`src/inc/sdram_lp_regs.vh`:
```
// Constants for the SDRAM refresh and low-power controller
`ifndef SDRAM_LP_REGS_VH
`define SDRAM_LP_REGS_VH

// ----------------------------------------
// Memory command codes on cmd_o
// ----------------------------------------
`define CMD_NOP 3'h0
`define CMD_PRECH_ALL 3'h1
`define CMD_AUTO_REF 3'h2
`define CMD_SELF_REF 3'h3
`define CMD_LOAD_EMR 3'h4
`define CMD_DEEP_PD 3'h5

// ----------------------------------------
// Memory types on mem_type_i
// ----------------------------------------
`define MEM_SDR 2'h0
`define MEM_LPSDR 2'h1
`define MEM_LPDDR 2'h2
`define MEM_DDR2 2'h3

// ----------------------------------------
// Low-power command field values
// ----------------------------------------
`define LPC_NONE 2'h0
`define LPC_SELF_REF 2'h1
`define LPC_POWER_DOWN 2'h2
`define LPC_DEEP 2'h3

// ----------------------------------------
// Entry delay field and its counts
// ----------------------------------------
`define TO_NOW 2'h0
`define TO_64 2'h1
`define TO_128 2'h2
`define TO_CNT_64 12'h040
`define TO_CNT_128 12'h080

// ----------------------------------------
// Extended mode register write layout
// ----------------------------------------
`define EMR_BANK 2'h2
`define EMR_ARRAY_LSB 0
`define EMR_DRIVE_LSB 5
`define UPD_SHARED 1'h1

`endif

```
`src/verilog/sdram_lp_down_cnt.v`:
```
// Loadable 12-bit down counter with a zero flag
`timescale 1ns/1ps
module sdram_lp_down_cnt (
  input wire clk_i, // Controller clock
  input wire rst_b_i, // Synchronous reset, active low
  input wire load_i, // Load val_i this cycle
  input wire [11:0] val_i, // Count to load
  output wire zero_o // Counter has reached zero
);

  reg [11:0] cnt_reg; // Remaining cycles
  reg [11:0] cnt_next; // Next count

  // ----------------------------------------
  // Next count: load wins, else step down to zero
  // ----------------------------------------
  always @* begin
    if (load_i) begin
      cnt_next = val_i;
    end else if (cnt_reg != 12'h000) begin
      cnt_next = cnt_reg - 12'h001;
    end else begin
      cnt_next = cnt_reg;
    end
  end

  // Counter flop, cleared at reset
  always @(posedge clk_i) begin
    if (!rst_b_i) begin
      cnt_reg <= 12'h000;
    end else begin
      cnt_reg <= cnt_next;
    end
  end

  assign zero_o = (cnt_reg == 12'h000);

endmodule

```
`src/verilog/sdram_lp_emr_watch.v`:
```
// Watches the partial-array and drive-strength fields for changes
`timescale 1ns/1ps
module sdram_lp_emr_watch (
  input wire clk_i, // Controller clock
  input wire rst_b_i, // Synchronous reset, active low
  input wire init_done_i, // Memory initialisation finished
  input wire [2:0] arr_i, // Partial array refresh select
  input wire [1:0] drv_i, // Drive strength select
  input wire done_i, // Extended mode register written
  output reg pend_o // Update owed to the memory
);

  reg [4:0] shadow_reg; // Fields last seen

  // ----------------------------------------
  // Change detection, the change beats the clear
  // ----------------------------------------
  always @(posedge clk_i) begin
    if (!rst_b_i) begin
      shadow_reg <= 5'h00;
      pend_o <= 1'b0;
    end else if (!init_done_i) begin
      // Initialisation itself programs the memory
      shadow_reg <= {arr_i, drv_i};
      pend_o <= 1'b0;
    end else begin
      shadow_reg <= {arr_i, drv_i};
      pend_o <= (shadow_reg != {arr_i, drv_i}) | (pend_o & ~done_i);
    end
  end

endmodule

```
`src/verilog/sdram_refresh_low_power_ctrl.v`:
```
// Refresh, self refresh, power-down and freeze control for the SDRAM controller
//
// Behaviour
// - Periodic auto-refresh from interval counter
// - Busy to masters while refresh runs
// - Refresh never breaks a running burst
// - Command 1: self refresh when idle
// - CKE held low in self refresh
// - Exit on access, re-enter when deselected
// - Self refresh entry delay 0/64/128
// - Precharge all, then self refresh command
// - Access in between: auto-refresh instead
// - Changed array or strength fields rewrite mode register
// - Update type picks when register written
// - Minimum self refresh residency per type
// - No 4K refresh burst around self refresh
// - Command 2: power-down, CKE low, buffers off
// - Controller keeps refreshing during power-down
// - Power-down exit by NOP, tXP for LPDDR
// - LPDDR/DDR2 hold power-down at least tCKE
// - Power-down entry delay 0/64/128
// - Command 3: deep power-down, then freeze
// - Command 3 with freeze: reset mode
`timescale 1ns/1ps
`include "sdram_lp_regs.vh"
module sdram_refresh_low_power_ctrl (
  input wire clk_i, // Controller clock, 125 MHz
  input wire rst_b_i, // Synchronous reset, active low
  input wire [11:0] refresh_interval_i, // Cycles between refreshes, 0 stops
  input wire [1:0] low_power_command_i, // Low-power command field
  input wire clock_freeze_bit_i, // Selects reset mode with command 3
  input wire [1:0] timeout_sel_i, // Low-power entry delay field
  input wire ext_mode_update_type_i, // 1 = shared external bus
  input wire [2:0] partial_array_refresh_sel_i, // Partial array refresh field
  input wire [1:0] drive_strength_sel_i, // Drive strength field
  input wire [1:0] mem_type_i, // Memory type
  input wire init_done_i, // Initialisation complete
  input wire acc_req_i, // A master selects the memory
  input wire burst_active_i, // Burst transfer in progress
  input wire [7:0] t_rp_i, // Precharge time, cycles
  input wire [7:0] t_rfc_i, // Refresh cycle time, cycles
  input wire [7:0] t_ras_i, // Active time, cycles
  input wire [7:0] t_cke_i, // CKE minimum pulse, cycles
  input wire [7:0] t_xp_i, // Power-down exit time, cycles
  input wire [7:0] t_mrd_i, // Mode register set time, cycles
  output reg busy_o, // Stall bus masters
  output reg [2:0] cmd_o, // Memory command this cycle
  output reg cke_o, // Clock enable pin
  output reg io_buf_en_o, // Memory pad buffers enabled
  output reg [1:0] ba_o, // Bank address with command
  output reg [12:0] addr_o, // Address with command
  output reg normal_mode_o, // Controller in normal mode
  output reg frozen_o // Controller frozen
);

  // ----------------------------------------
  // States, one-hot
  // ----------------------------------------
  localparam [9:0] ST_IDLE = 10'h001; // Normal operation
  localparam [9:0] ST_PRE_W = 10'h002; // Waiting tRP after precharge all
  localparam [9:0] ST_REF_W = 10'h004; // Waiting tRFC after auto-refresh
  localparam [9:0] ST_EMR_W = 10'h008; // Waiting tMRD after mode write
  localparam [9:0] ST_SR = 10'h010; // In self refresh
  localparam [9:0] ST_SR_X = 10'h020; // Self refresh exit wait
  localparam [9:0] ST_PD = 10'h040; // In power-down
  localparam [9:0] ST_PD_X = 10'h080; // Power-down exit wait
  localparam [9:0] ST_FROZEN = 10'h100; // Deep power-down or reset mode

  // ----------------------------------------
  // Functions
  // ----------------------------------------
  // Widen an 8-bit timing to timer width
  function [11:0] widen(input [7:0] t);
    widen = {4'h0, t};
  endfunction
  // True for the types that need a tCKE hold in power-down
  function ddr_type(input [1:0] mt);
    ddr_type = (mt == `MEM_LPDDR) || (mt == `MEM_DDR2);
  endfunction

  // ----------------------------------------
  // Registers
  // ----------------------------------------
  reg [9:0] state_reg; // Current state
  reg [9:0] state_next; // Next state
  reg ref_pend_reg; // Refresh owed
  reg sr_entry_reg, sr_entry_next; // Precharge belongs to self refresh entry
  reg acc_seen_reg, acc_seen_next; // Access seen during the precharge window
  reg emr_to_sr_reg, emr_to_sr_next; // Mode write leads into self refresh
  reg busy_next, cke_next, iobuf_next, normal_next, frozen_next; // Next output levels
  reg [2:0] cmd_next; // Next command
  reg [1:0] ba_next; // Next bank address
  reg [12:0] addr_next; // Next address
  reg ph_load, ref_clr, emr_done; // Timer load, refresh issued, mode written
  reg go_emr, go_sr; // Start a mode write or self refresh
  reg [11:0] ph_val; // Phase timer count

  wire ref_zero, idle_zero, ph_zero; // Timer flags
  wire acc_active, lp_ok, ref_expire, ref_off; // In use, entry allowed, refresh due, off
  wire emr_pend, ref_pend_next; // Mode write owed, next refresh owed
  wire [11:0] idle_val; // Entry delay count
  wire [11:0] sr_res; // Self refresh residency for the type
  wire [12:0] emr_word; // Extended mode register value

  assign acc_active = acc_req_i | burst_active_i;
  // Interval 0 parks the timer at zero so a new interval starts at once
  assign ref_off = (refresh_interval_i == 12'h000);
  assign ref_expire = ref_zero & !ref_off;
  // set wins over clear, request never lost
  assign ref_pend_next = ref_expire | (ref_pend_reg & ~ref_clr);
  assign idle_val = (timeout_sel_i == `TO_128) ? `TO_CNT_128 : `TO_CNT_64;
  assign lp_ok = !acc_active && ((timeout_sel_i == `TO_NOW) || idle_zero);
  assign emr_word = ({10'h000, partial_array_refresh_sel_i} << `EMR_ARRAY_LSB) |
                    ({11'h000, drive_strength_sel_i} << `EMR_DRIVE_LSB);
  // tRAS, tRFC or tCKE by type
  assign sr_res = (mem_type_i == `MEM_LPDDR) ? widen(t_rfc_i) :
                  (mem_type_i == `MEM_DDR2) ? widen(t_cke_i) : widen(t_ras_i);

  // ----------------------------------------
  // Timers
  // ----------------------------------------
  // timer reloads itself on every expiry
  sdram_lp_down_cnt u_ref_tmr (
    .clk_i(clk_i), .rst_b_i(rst_b_i), .load_i(ref_zero | ref_off),
    .val_i(ref_off ? 12'h000 : refresh_interval_i - 12'h001), .zero_o(ref_zero)
  );
  // Entry delay restarts while the memory is in use
  sdram_lp_down_cnt u_idle_tmr (
    .clk_i(clk_i), .rst_b_i(rst_b_i), .load_i(acc_active), .val_i(idle_val),
    .zero_o(idle_zero)
  );
  // Command spacing and residency waits
  sdram_lp_down_cnt u_ph_tmr (
    .clk_i(clk_i), .rst_b_i(rst_b_i), .load_i(ph_load), .val_i(ph_val),
    .zero_o(ph_zero)
  );
  sdram_lp_emr_watch u_emr_watch (
    .clk_i(clk_i), .rst_b_i(rst_b_i), .init_done_i(init_done_i),
    .arr_i(partial_array_refresh_sel_i), .drv_i(drive_strength_sel_i),
    .done_i(emr_done), .pend_o(emr_pend)
  );

  // ----------------------------------------
  // Sequencer
  // ----------------------------------------
  // Outputs are computed here and registered below
  always @* begin
    state_next = state_reg;
    sr_entry_next = sr_entry_reg;
    acc_seen_next = acc_seen_reg;
    emr_to_sr_next = emr_to_sr_reg;
    cmd_next = `CMD_NOP;
    cke_next = cke_o;
    iobuf_next = io_buf_en_o;
    ba_next = 2'h0;
    addr_next = 13'h0000;
    normal_next = normal_mode_o;
    frozen_next = frozen_o;
    ph_load = 1'b0;
    ph_val = 12'h000;
    ref_clr = 1'b0;
    emr_done = 1'b0;
    go_emr = 1'b0;
    go_sr = 1'b0;
    case (state_reg)
      ST_IDLE: begin
        cke_next = 1'b1;
        iobuf_next = 1'b1;
        normal_next = 1'b1;
        if (low_power_command_i == `LPC_DEEP && !acc_active) begin
          cmd_next = clock_freeze_bit_i ? `CMD_NOP : `CMD_DEEP_PD;
          cke_next = 1'b0;
          normal_next = 1'b0;
          frozen_next = 1'b1;
          state_next = ST_FROZEN;
        // refresh waits for the burst to end
        end else if ((ref_pend_reg && !burst_active_i) ||
            (low_power_command_i == `LPC_SELF_REF && lp_ok)) begin
          cmd_next = `CMD_PRECH_ALL;
          // An owed refresh outranks self refresh entry
          sr_entry_next = !ref_pend_reg;
          acc_seen_next = 1'b0;
          ph_load = 1'b1;
          ph_val = widen(t_rp_i);
          state_next = ST_PRE_W;
        end else if (low_power_command_i == `LPC_POWER_DOWN && lp_ok) begin
          cke_next = 1'b0;
          iobuf_next = 1'b0;
          ph_load = 1'b1;
          // tCKE hold for LPDDR and DDR2
          ph_val = ddr_type(mem_type_i) ? widen(t_cke_i) : 12'h000;
          state_next = ST_PD;
        end
      end
      ST_PRE_W: begin
        // remember any access in the window
        acc_seen_next = acc_seen_reg | acc_req_i;
        if (ph_zero) begin
          if (sr_entry_reg && !acc_seen_reg && !acc_req_i) begin
            // no shared bus: update before entry
            go_emr = emr_pend && ext_mode_update_type_i != `UPD_SHARED;
            emr_to_sr_next = 1'b1;
            // straight in, no refresh burst first
            go_sr = !go_emr;
          end else begin
            cmd_next = `CMD_AUTO_REF;
            ref_clr = 1'b1;
            ph_load = 1'b1;
            ph_val = widen(t_rfc_i);
            state_next = ST_REF_W;
          end
        end
      end
      ST_REF_W: begin
        if (ph_zero) begin
          // shared bus: update with refresh and access
          go_emr = emr_pend && ext_mode_update_type_i == `UPD_SHARED && acc_req_i;
          emr_to_sr_next = 1'b0;
          state_next = ST_IDLE;
        end
      end
      ST_EMR_W: begin
        if (ph_zero) begin
          go_sr = emr_to_sr_reg && !acc_req_i;
          state_next = ST_IDLE;
        end
      end
      ST_SR: begin
        // CKE stays low, memory refreshes itself
        cke_next = 1'b0;
        ref_clr = ref_pend_reg;
        // exit on access once residency is met
        if (ph_zero && (acc_req_i || low_power_command_i != `LPC_SELF_REF)) begin
          cke_next = 1'b1;
          ph_load = 1'b1;
          ph_val = widen(t_rfc_i);
          state_next = ST_SR_X;
        end
      end
      // NOPs with CKE high until the memory accepts commands
      ST_SR_X, ST_PD_X: begin
        if (ph_zero) begin
          state_next = ST_IDLE;
        end
      end
      ST_PD: begin
        cke_next = 1'b0;
        iobuf_next = 1'b0;
        // wake up to refresh the memory ourselves
        if (ph_zero && (acc_req_i || ref_pend_reg || low_power_command_i != `LPC_POWER_DOWN)) begin
          cke_next = 1'b1;
          iobuf_next = 1'b1;
          ph_load = 1'b1;
          ph_val = (mem_type_i == `MEM_LPDDR) ? widen(t_xp_i) : 12'h000;
          state_next = ST_PD_X;
        end
      end
      ST_FROZEN: begin
        cke_next = 1'b0;
        if (low_power_command_i == `LPC_NONE && !clock_freeze_bit_i) begin
          frozen_next = 1'b0;
          state_next = ST_IDLE;
        end
      end
      default: begin
        state_next = ST_IDLE;
      end
    endcase
    // mode write carries the new field values
    if (go_emr) begin
      cmd_next = `CMD_LOAD_EMR;
      ba_next = `EMR_BANK;
      addr_next = emr_word;
      emr_done = 1'b1;
      ph_load = 1'b1;
      ph_val = widen(t_mrd_i);
      state_next = ST_EMR_W;
    end
    // self refresh command goes out with CKE low
    if (go_sr) begin
      cmd_next = `CMD_SELF_REF;
      cke_next = 1'b0;
      ref_clr = ref_pend_reg;
      ph_load = 1'b1;
      ph_val = sr_res;
      state_next = ST_SR;
    end
    // masters stall whenever the sequencer is away from idle
    busy_next = (state_next != ST_IDLE);
  end

  // ----------------------------------------
  // State and output flops
  // ----------------------------------------
  always @(posedge clk_i) begin
    if (!rst_b_i) begin
      state_reg <= ST_IDLE;
      ref_pend_reg <= 1'b0;
      sr_entry_reg <= 1'b0;
      acc_seen_reg <= 1'b0;
      emr_to_sr_reg <= 1'b0;
      busy_o <= 1'b0;
      cmd_o <= `CMD_NOP;
      cke_o <= 1'b1;
      io_buf_en_o <= 1'b1;
      ba_o <= 2'h0;
      addr_o <= 13'h0000;
      normal_mode_o <= 1'b1;
      frozen_o <= 1'b0;
    end else begin
      state_reg <= state_next;
      ref_pend_reg <= ref_pend_next;
      sr_entry_reg <= sr_entry_next;
      acc_seen_reg <= acc_seen_next;
      emr_to_sr_reg <= emr_to_sr_next;
      busy_o <= busy_next;
      cmd_o <= cmd_next;
      cke_o <= cke_next;
      io_buf_en_o <= iobuf_next;
      ba_o <= ba_next;
      addr_o <= addr_next;
      normal_mode_o <= normal_next;
      frozen_o <= frozen_next;
    end
  end

endmodule

```
`config.mk`:
```
export PLATFORM = sky130hd
export DESIGN_NAME = sdram_refresh_low_power_ctrl
export DESIGN_NICKNAME = d
export VERILOG_FILES = /design/src/verilog/sdram_lp_down_cnt.v /design/src/verilog/sdram_lp_emr_watch.v /design/src/verilog/sdram_refresh_low_power_ctrl.v
export VERILOG_INCLUDE_DIRS = /design/src /design/src/inc
export SDC_FILE = /design/constraint.sdc
export NUM_CORES = 1
export LEC_CHECK = 0
export BUFFER_PORTS_ARGS = -buffer_cell sky130_fd_sc_hd__buf_2
export CAP_MARGIN = 10
export CORE_AREA = 8 8 106 108
export CTS_CLUSTER_SIZE = 20
export DETAILED_ROUTE_END_ITERATION = 10
export DIE_AREA = 0 0 114 116
export HOLD_SLACK_MARGIN = 0.08
export PLACE_DENSITY = 0.73
export SYNTH_ARGS = -nofsm -noshare
export SYNTH_HDL_FRONTEND = slang
export SYNTH_SLANG_ARGS = --single-unit
```
`constraint.sdc`:
```
create_clock -name clk_i -period 3 [get_ports clk_i]
set_input_delay 0.3 -clock clk_i [delete_from_list [all_inputs] [get_ports clk_i]]
set_output_delay 0.3 -clock clk_i [all_outputs]
set_load 0.01 [all_outputs]
```
# After elaboration in Yosys (flattened, before gate mapping)
# Cells that the tools add are included.
# word_totals
register_bits,79
inputBits,78
elab_cells,198
# op_classes
addsub,4
n_eq_ne,26
n_mux,82
bitwise_logic,14
reduce_logical,53
# ops
cell,n
$mux 10,11
$mux 12,9
$mux 8,12
$pmux 10 s6,1
$logic_not 12->1,4
$sub 12x1->12 const B,4
$reduce_bool 12->1,3
$pmux 8 s4,1
$mux 1,31
$ne 2x2->1 const B,8
$logic_and 1x1->1,14
$pmux 1 s2,7
$reduce_bool 2->1,7
$eq 10x1->1 const B,1
$eq 10x2->1 const B,1
$eq 10x3->1 const B,1
$eq 10x4->1 const B,1
$eq 10x5->1 const B,1
$eq 10x6->1 const B,1
$eq 10x7->1 const B,1
$eq 10x8->1 const B,1
$eq 10x9->1 const B,1
$eq 2x2->1 const B,5
$ne 10x1->1 const B,1
20 further kinds,52

# Depth between registers and ports, before layout
# Gate-level depths: netlist of run 1.
# depth
word_depth,11
depth_mapped,10

# Cells and area by module
# Synthesis of run 1 repeated with hierarchy kept, for this count alone.
# hier_totals
hier_cells,606
area_unflattened_um2,4670.7
# by_module_without_submodules
mod,instances,cells_each,area_each_um2,seq_area_each_um2
sdram_refresh_low_power_ctrl,1,316,2336.0,560.5
sdram_lp_down_cnt,3,90,703.2,240.2
sdram_lp_emr_watch,1,20,225.2,120.1

# Least setup slack after synthesis of run 1
# OpenSTA, ideal clock, no wires.
# synth_path
kind,reg-to-reg
startpoint,register u_idle_tmr.cnt_reg[0]
endpoint,register u_ph_tmr.cnt_reg[4]
setup_time_ns,0.067
arrival_time_ns,2.144
required_time_ns,2.933
slack_ns,0.789
stages_incl_launch_ff,10
synth_period_minus_slack_ns,2.211
path_cell_list,dfxtp_1 inv_1 ha_1 nor4b_1 nand3_1 clkbuf_8 a2111oi_4 nand2_1 a311o_1 o21ai_2
# synth_via
elab_chain_cells,11
# synth_lines
element,line_no,source
start: declaration,sdram_lp_down_cnt.v:11,reg [11:0] cnt_reg;
start signal: assignment,sdram_lp_down_cnt.v:32,cnt_reg <= cnt_next;
$logic_not 12->1 (*),sdram_lp_down_cnt.v:36,assign zero_o = (cnt_reg == 12'h000);
$logic_or 1x1->1 (*),sdram_refresh_low_power_ctrl.v:112,assign lp_ok = !acc_active && ((timeout_sel_i == `TO_NOW) || idle_zero);
$logic_and 1x1->1 (*),sdram_refresh_low_power_ctrl.v:112,
$logic_and 1x1->1 (on tied branches),"sdram_refresh_low_power_ctrl.v:186, sdram_refresh_low_power_ctrl.v:178",
"$mux 8, or another cell as far along",sdram_refresh_low_power_ctrl.v:186,end else if (low_power_command_i == `LPC_POWER_DOWN && lp_ok) begin
$mux 8 / $mux 1 (equally long branches),sdram_refresh_low_power_ctrl.v:177,end else if ((ref_pend_reg && !burst_active_i) ||
$mux 8 / $mux 1 (equally long branches),sdram_refresh_low_power_ctrl.v:170,if (low_power_command_i == `LPC_DEEP && !acc_active) begin
$pmux 8 s4 / $pmux 1 s4 (equally long branches),sdram_refresh_low_power_ctrl.v:165,case (state_reg)
$mux 12 / $mux 1 (equally long branches),sdram_refresh_low_power_ctrl.v:270,if (go_emr) begin
$mux 12 / $mux 1 (equally long branches),sdram_refresh_low_power_ctrl.v:280,if (go_sr) begin
$mux 12 / $reduce_bool 2->1 (equally long branches),n/a,
end signal: assignment,sdram_lp_down_cnt.v:32,
end: declaration,sdram_lp_down_cnt.v:11,
# Mark *: on every way between the ends. The rest lies on a longest branch, timed or not.
# A chain may end at the register's enable or synchronous reset.

# Worst setup path in the final report of run 1
# layout_path
startpoint,register u_idle_tmr.cnt_reg[0]
endpoint,register state_reg[3]
# layout_via
elab_chain_cells,10
# layout_lines
element,line_no,source
$logic_not 12->1 (*),sdram_lp_down_cnt.v:36,
$logic_or 1x1->1 (*),sdram_refresh_low_power_ctrl.v:112,
$logic_and 1x1->1 (*),sdram_refresh_low_power_ctrl.v:112,
$logic_and 1x1->1 (on tied branches),"sdram_refresh_low_power_ctrl.v:186, sdram_refresh_low_power_ctrl.v:178",
$mux 10 / $logic_or 1x1->1 (equally long branches),"sdram_refresh_low_power_ctrl.v:186, sdram_refresh_low_power_ctrl.v:177",
$mux 10 (*),sdram_refresh_low_power_ctrl.v:177,
$mux 10 (*),sdram_refresh_low_power_ctrl.v:170,
$pmux 10 s6 (*),sdram_refresh_low_power_ctrl.v:165,
$mux 10 (*),sdram_refresh_low_power_ctrl.v:270,
$mux 10 (*),sdram_refresh_low_power_ctrl.v:280,
end signal: assignment,sdram_refresh_low_power_ctrl.v:311,state_reg <= state_next;
end: declaration,sdram_refresh_low_power_ctrl.v:84,reg [9:0] state_reg;
# Marks and branches as above.

==> flow_results.org, run 1 <==
** Synthesis
- Of the total synthesized cell area, the portion taken by XOR and XNOR cells is 0.07004.
- Number of instances in the synthesized netlist :: 556
- The Yosys step of the flow raised 0 warnings.
- Among all flip-flop cells after synthesis, the most frequent one is dfxtp_1.
- For this run, the register share of the synthesized area comes to 0.3029.
- Synthesized area per cell :: 8.322 sq um
- For this run, asynchronously set or reset flops after synthesis account for 0.
- Measured against the total synthesized area, the mux share comes to 0.02407.
- Combinational family with the most area after synthesis :: simple AND/OR/NAND/NOR gates
- The cell area that synthesis handed to floorplanning was 4627 sq um.
- The post-synthesis compound-gate area fraction was 0.1893.
- Number of synthesized register bits :: 70
- The synthesized design contains 0 enable-type register cells.
- Post-Synth Adder-Cell Area :: 0.01893
- Counting distinct cell types in the post-synthesis netlist gives 76.
- Of the total synthesized cell area, the portion taken by AND, OR, NAND and NOR gates is 0.3315.

** CTS
- Clock Tree Root :: clkbuf_8
- Number of gates resized after cts :: 0
- TritonCTS built the clock tree.
- Hold repair after CTS inserted 0 buffers.
- Number of setup buffers added after CTS :: 0
- Number of clock sinks :: 70
- CTS clk-pin slew, worst paths :: 0.08 ns
- Clock latency at the later pin of the worst-skew pair :: 0.35 ns
- Number of buffers on the longest clock path :: 2
- The H-tree generated during clock tree synthesis spans 3 levels.
- The number of clock buffers added by TritonCTS is 9.

** Pwr
- Fraction of power consumed by combinational cells :: 0.409
- Across the VDD grid, the largest voltage drop is 0.3085 mV.
- In this run the static leakage power is 0.002231 uW.
- For this design the ratio of total power to cell area is 619.2 nW/um^2.
- Of the total power, the clock network draws 0.219.
- Design internal power :: 2004 uW
- Of the total power, registers draw 0.372.
- In this run the power spent charging and discharging nets is 1309 uW.
- Net switching share of the total power :: 0.3951

** GRT
- Across every metal layer, demand over resource in global routing totals 0.2006.
- Number of antenna violations at the first check in global routing :: 0
- Total grt overflow :: 0
- Entering global routing, the biggest net connects 22 pins.
- First-pass GRT wire length :: 21.35 mm
- The number of global-route vias before repair came to 4435.

** Cells and area
- Fraction of final layout cells sized beyond drive strength 1 :: 0.2398
- After filler insertion, the fill cell instance count of the layout stands at 953.
- The area growth from synthesis to layout is 15.63%.
- The repair_antennas step left the layout with diodes totalling 0.
- Total Nets Final :: 739
- Final std cell area, no fill :: 5350 sq um

** Timing
- Finish-stage setup viols :: 0
- For the final database, setup skew stands at 0.008852 ns.
- Worst max-slew margin expressed relative to the limit :: 0.5048
- RSZ-0062 raised after global routing :: no
- The worst path in the final design needs a cycle of 2.600 ns, including I/O delays and setup.
- Setup TNS after final layout :: 0 ns
- Based on the critical path, the design can be clocked at up to 384.6 MHz.
- At the pin with the least slew margin, the transition time is 0.7360 ns.
- The final number of max-transition violations is 0.
- Count of final hold-check violations :: 0
- Part of the cycle the worst path needs :: 0.8666

** Setup path
- Of all nets on the critical path, the largest fanout is 11.
- For this run, the slowest stage of the critical path takes 0.44 ns.
- Data arrives at the worst endpoint at 2.83 ns.
- Crit start category :: flop
- Critical setup path kind :: flop to flop
- For the worst setup path, the data required time is 3.23 ns.
- Cell-by-cell trace of the critical path :: inv_1 > ha_1 > nor4b_1 > nand3_1 > buf_4 > a31oi_1 > o21ai_0 > o311ai_0 > a21oi_1
- STA classifies the critical path endpoint as a flop.
- The largest individual stage delay along the critical path comes from the cell nor4b_1.

** Die
- The floorplan step set the die height to 116 um.
- The total area inside the core boundary comes to 9549 sq um.
- Number of primary I/O pins :: 101
- The floorplan step set the die width to 114 um.
- Number of cell rows :: 36
- Total Die Area :: 13220 sq um
- Starting utilization of the core area :: 0.4845

** Route
- Detailed routing placed a total of 5.867 mm of wire on met2.
- Detailed-route DRC error count :: 0
- In the final routed layout, each cell accounts on average for 16.47 um.
- Routed vias/inst :: 5.640
- Top Layer Used :: met4
- The detail route stage leaves a number of antenna-violating nets equal to 0.
- Detailed routing inserted a total of 4467 vias.
- For this block, wires on met1 add up to 5.880 mm.
- Summed over all nets, wire length on met3 after detailed routing comes to 1.175 mm.
- After detailed routing, the total wire length is 13.04 mm.
- The first routing iteration left 412 violations.
- The first detailed-routing pass took 5 iterations.

** Placement
- The placed instances occupy a cell area of 5166 sq um.
- Detailed-placement wirelength estimate :: 10.28 mm
- Port buffering added 91 buffers.
- Routability-driven placement finished with a final weighted congestion of 0.9594.

** Job
- The tool flagged a number of max-cap violations equal to 0.

** Worst hold path
- Worst min path class :: input pin to flop

** Run status
- Run status :: completed
==> power groups by stage <==
stage               Clock (uW)  Combinational (uW)  Sequential [uW]
floorplan                    0                1080             1220
global placement             0                1300             1240
detailed placement           0                1330             1250
CTS                        742                1350             1230
global route               777                1520             1260
finish                     725                1350             1230
==> cells in the mapped netlist, types with 6 or more instances <==
cell / instances / area share
dfxtp_1: 70 / 0.30
a31oi_1: 9 / 0.012
mux2i_1: 10 / 0.022
a21oi_1: 23 / 0.025
buf_6: 6 / 0.015
nor2b_1: 7 / 0.0095
o21ai_0: 23 / 0.025
and3_1: 10 / 0.014
ha_1: 7 / 0.019
nor4_1: 9 / 0.012
nor2_1: 58 / 0.047
xnor2_1: 22 / 0.042
nand4_1: 16 / 0.022
clkbuf_1: 7 / 0.0057
nand3_1: 14 / 0.015
inv_1: 16 / 0.013
a22oi_1: 7 / 0.011
a211oi_1: 16 / 0.026
xor2_1: 15 / 0.028
buf_4: 10 / 0.016
and2_1: 13 / 0.018
nand2b_1: 10 / 0.014
nand2_1: 53 / 0.043
nor3_1: 23 / 0.025
==> worst max-delay path, delay by kind of cell (launching register included) <==
kind,cells,cell delay [ns]
AO/OA/AOI/OAI,4,1.07
adder cells (fa/ha/maj),1,0.21
flip-flops,1,0.35
AND/OR/NAND/NOR,2,0.57
buffers and inverters,2,0.28
==> cell families after synthesis <==
family | after synthesis
flops | 70
compound gates | 119
buf+inv | 44
simple gates | 267
mux | 11
fa+ha+maj | 7
xor+xnor | 37
other cells | 1
==> stage by stage <==
step / utilization / hold WS, ns / setup slack [ns] / power [uW] / instances
after detailed placement: 0.5410 / 0.4518 / 0.5026 / 2587 / 776
after global routing: 0.5603 / 0.1688 / 0.2502 / 3552 / 792
after floorplan: - / 0.4273 / 0.7888 / 2302 / 565
after global placement: 0.5410 / 0.4492 / 0.4879 / 2538 / 776
final: 0.5603 / 0.1686 / 0.4001 / 3313 / 792
after CTS: 0.5603 / 0.1551 / 0.4762 / 3325 / 792
==> path summary, 6_finish.rpt <==
| path | endpoint | startpoint | slack (ns) | cells past startpoint |
|---|---|---|---|---|
| worst max-delay path | state_reg[3] | u_idle_tmr.cnt_reg[0] | 0.40 | 9 |
| worst min-delay path | u_emr_watch.pend_o | init_done_i | 0.17 | 3 |
| worst max register to register | state_reg[3] | u_idle_tmr.cnt_reg[0] | 0.40 | 9 |
| worst min register to register | frozen_o | frozen_o | 0.47 | 2 |
==> routing by layer <==
metal,vias up,track usage
met5,-,0
met4,0,0.04170
met3,12,0.06566
met2,183,0.3399
met1,2055,0.2426
li1,2217,-
==> cell usage in the layout (no fill, tap or decap), types with 9 or more instances in the layout <==
cell,count
nor4_1,9
o21ai_0,23
xnor2_1,22
inv_1,16
nand2_1,53
dfxtp_1,70
and3_1,10
nand4_1,16
nor2_1,58
xor2_1,15
a21oi_1,23
conb_1,10
nor3_1,23
mux2i_1,10
buf_2,91
a211oi_1,16
a31oi_1,9
nand3_1,14
clkbuf_8,11
and2_1,13
buf_4,15
nand2b_1,10
==> cell type report <==
class / count / area, sq um / area share
multi-input cells: 451 / 2970 / 0.5552
flip-flops and latches: 70 / 1401 / 0.2619
clock inverters: 5 / 32.53 / 0.006080
inverters: 16 / 60.06 / 0.01123
clock buffers: 11 / 151.4 / 0.02830
repair buffers: 106 / 568.0 / 0.1062
well taps: 133 / 166.4 / 0.03110
Note: power is estimated with default switching activity, not from simulation.
==> run 2: changes to the inputs <==
==> constraint.sdc (replaced) <==
create_clock -name clk_i -period 2.8 [get_ports clk_i]
set_input_delay 0.28 -clock clk_i [delete_from_list [all_inputs] [get_ports clk_i]]
set_output_delay 0.28 -clock clk_i [all_outputs]
set_load 0.01 [all_outputs]
==> flow_results.org, run 2 (synthesis results as in run 1) <==
** Run status
- The run finished with clean final reports.

** GRT
- The global-route congestion overflow total is 0 (unchanged).
- The total routing usage reported by global routing is 0.1984 (-0.002201).
- The maximum number of pins on one net before global-route repair came to 22 (unchanged).
- Number of antenna violations at the first check in global routing :: 0 (unchanged)
- First-pass GRT wire length :: 21.33 mm (about the same)
- Number of global-route vias before repair :: 4419 (-0.36%)

** Die
- Number of primary I/O pins :: 101 (unchanged)
- The core region area is 9549 sq um (unchanged).
- The number of placement rows is 36 (unchanged).
- The die area is 13220 sq um (unchanged).
- The chip height is 116 um (unchanged).
- Starting utilization of the core area :: 0.4845 (unchanged)
- Die Width :: 114 um (unchanged)

** Job
- Max-Cap Viols :: 0 (unchanged)

** Setup path
- Worst EP arrival :: 2.83 ns (about the same)
- The combined buffer and inverter count along the critical path is 2 (unchanged).
- For this design, the slowest cell found on the critical path is or3_1.
- The maximum fanout count along the critical path was 13 (+2).
- Top Family by Delay on Critical Path :: simple AND/OR/NAND/NOR gates
- The critical path goes through inv_1 > ha_1 > and2b_2 > nand4_4 > a21oi_2 > buf_4 > or3_1 > or2_2 > o21ai_2.
- By startpoint and endpoint, the worst setup path is classified as flop to flop.
- STA classifies the critical path endpoint as a flop.
- Crit start category :: flop
- Worst stage delay on the critical path :: 0.47 ns (+0.03 ns)
- Required arrival time at the worst endpoint :: 3.08 ns (-0.15 ns)

** Cells and area
- Relative to the synthesized area, the layout overhead comes to 17.63%.
- The library cells used most frequently in the layout, excluding fill and tap cells, are buf_2 (91), dfxtp_1 (70), nor2_1 (58), nand2_1 (53).
- Fraction of final layout cells sized beyond drive strength 1 :: 0.2432 (+0.003445)
- Commonest non-fill, non-tap cell in the layout :: buf_2
- The final cell area excluding filler cells is 5443 sq um (+1.7%).
- The number of diodes added for antenna fixing was 0 (unchanged).
- Layout fillers :: 932 (-2.2%)
- Total Nets Final :: 742 (+0.41%)

** CTS
- The total number of clock tree sinks is 70 (unchanged).
- TritonCTS built the clock tree.
- The clock-pin slew of the registers on the worst-case setup and hold paths was 0.08 ns (about the same).
- The buffer count from post-CTS setup fixing is 0 (unchanged).
- The post-cts gate resize count came to 0 (unchanged).
- The maximum root-to-sink buffer count is 2 (unchanged).
- Clock latency at the later pin of the worst-skew pair :: 0.35 ns (about the same)
- The maximum level of the CTS H-tree was 3 (unchanged).
- In this run the clock root is driven by a clkbuf_8.
- The post-cts hold buffer count is 0 (unchanged).
- Total clock buffers created by CTS :: 9 (unchanged)

** Route
- Aggregate routed wire length :: 13.03 mm (about the same)
- The number of iterations in the first detailed-routing pass is 5 (unchanged).
- The remaining routing DRC violations was 0 (unchanged).
- The overall via count from detail_route is 4443 (-0.54%).
- The number of vias per cell after detailed routing came to 5.589 (-0.91%).
- Average wire per cell in the routed design :: 16.39 um (-0.45%)
- Antenna Violating Nets Remaining :: 0 (unchanged)
- The initial DRC count was 353 (-14%).

** Timing
- The tightest slew margin relative to the limit was 0.5108 (+0.006020).
- The final setup violation count was 0 (unchanged).
- Achievable frequency :: 391.4 MHz (+1.8%)
- Final period demand of the worst path :: 2.555 ns (-0.04526 ns)
- Count of final hold-check violations :: 0 (unchanged)
- Part of the cycle the worst path needs :: 0.9124 (+0.04574)
- The final number of max-transition violations is 0 (unchanged).
- Setup TNS after final layout :: 0 ns (unchanged)
- Worst slew pin tran :: 0.7271 ns (-0.008947 ns)
- RSZ-0062 raised after global routing :: no
- Post-route clock skew :: 0.01235 ns (+0.003500 ns)

** Placement
- Placer's final routability congestion estimate :: 0.9218 (-3.9%)
- Post-DP Area :: 5189 sq um (+0.44%)
- Port-buffer cells :: 91 (unchanged)
- Detailed-placement wirelength estimate :: 10.18 mm (-0.97%)

** Pwr
- The worst IR drop on VDD came to 0.3831 mV (+24%).
- The power density normalized to cell area came to 697.3 nW/um^2 (+13%).
- The leakage power was 0.002271 uW (+1.8%).

** Worst hold path
- Worst min path class :: input pin to flop
[run 2: cell types whose count changed in the layout (fill, tap and decap cells not counted)]
cell	previous run	this run
clkbuf_8	11	10
buf_4	15	18
inv_6	1	0
clkinv_2	3	0
bufinv_16	0	3
nor4b_2	0	1
clkbuf_1	0	1
nor4b_1	5	4
clkinvlp_4	0	1
[run 2: final cells by class]
cell class | count | area (sq um) | share of cell area
multi-input combinational | 451 | 2977 | 0.5469
sequential | 70 | 1401 | 0.2575
timing repair buffer | 109 | 590.6 | 0.1085
tap | 133 | 166.4 | 0.03057
clock buffer | 11 | 141.4 | 0.02598
clock inverter | 5 | 106.4 | 0.01954
inverter | 16 | 60.06 | 0.01103
[run 2: layer usage]
layer,share of wire,global-route usage
met1,0.46,0.2401
met3,0.077,0.05628
met4,0.0065,0.04791
met5,0,0
met2,0.46,0.3395
[run 2: final timing paths]
check	from	endpoint	slack [ns]	cells past startpoint
setup / recovery	u_ph_tmr.cnt_reg[0]	u_ph_tmr.cnt_reg[4]	0.25	9
hold / removal	init_done_i	u_emr_watch.pend_o	0.15	3
setup reg to reg	u_ph_tmr.cnt_reg[0]	u_ph_tmr.cnt_reg[4]	0.25	9
hold reg to reg	frozen_o	frozen_o	0.47	2
[run 2: power by group]
part | switching (uW) | total, uW | leakage (uW) | internal (uW)
clock network | 395 | 1010 | 0.000120 | 618
registers | 160 | 1320 | 0.000573 | 1160
logic | 829 | 1460 | 0.00158 | 633
[run 2: per-stage QoR]
stage | power (uW) | utilization | std cells | setup WS [ns] | hold slack (ns)
4_1_cts | 3813 | 0.5693 | 795 | 0.1738 | 0.1313
2_1_floorplan | 2466 | - | 565 | 0.5888 | 0.4073
6_report | 3795 | 0.5700 | 795 | 0.2453 | 0.1512
3_5_place_dp | 2776 | 0.5434 | 779 | 0.2028 | 0.4538
5_1_grt | 4050 | 0.5700 | 795 | 0.1026 | 0.1526
3_3_place_gp | 2725 | 0.5434 | 779 | 0.3334 | 0.4553
[run 2: worst min-delay path: stages]
cell and delay, ns:
buf_2 0.09, nand2_1 0.05, nor2_1 0.04
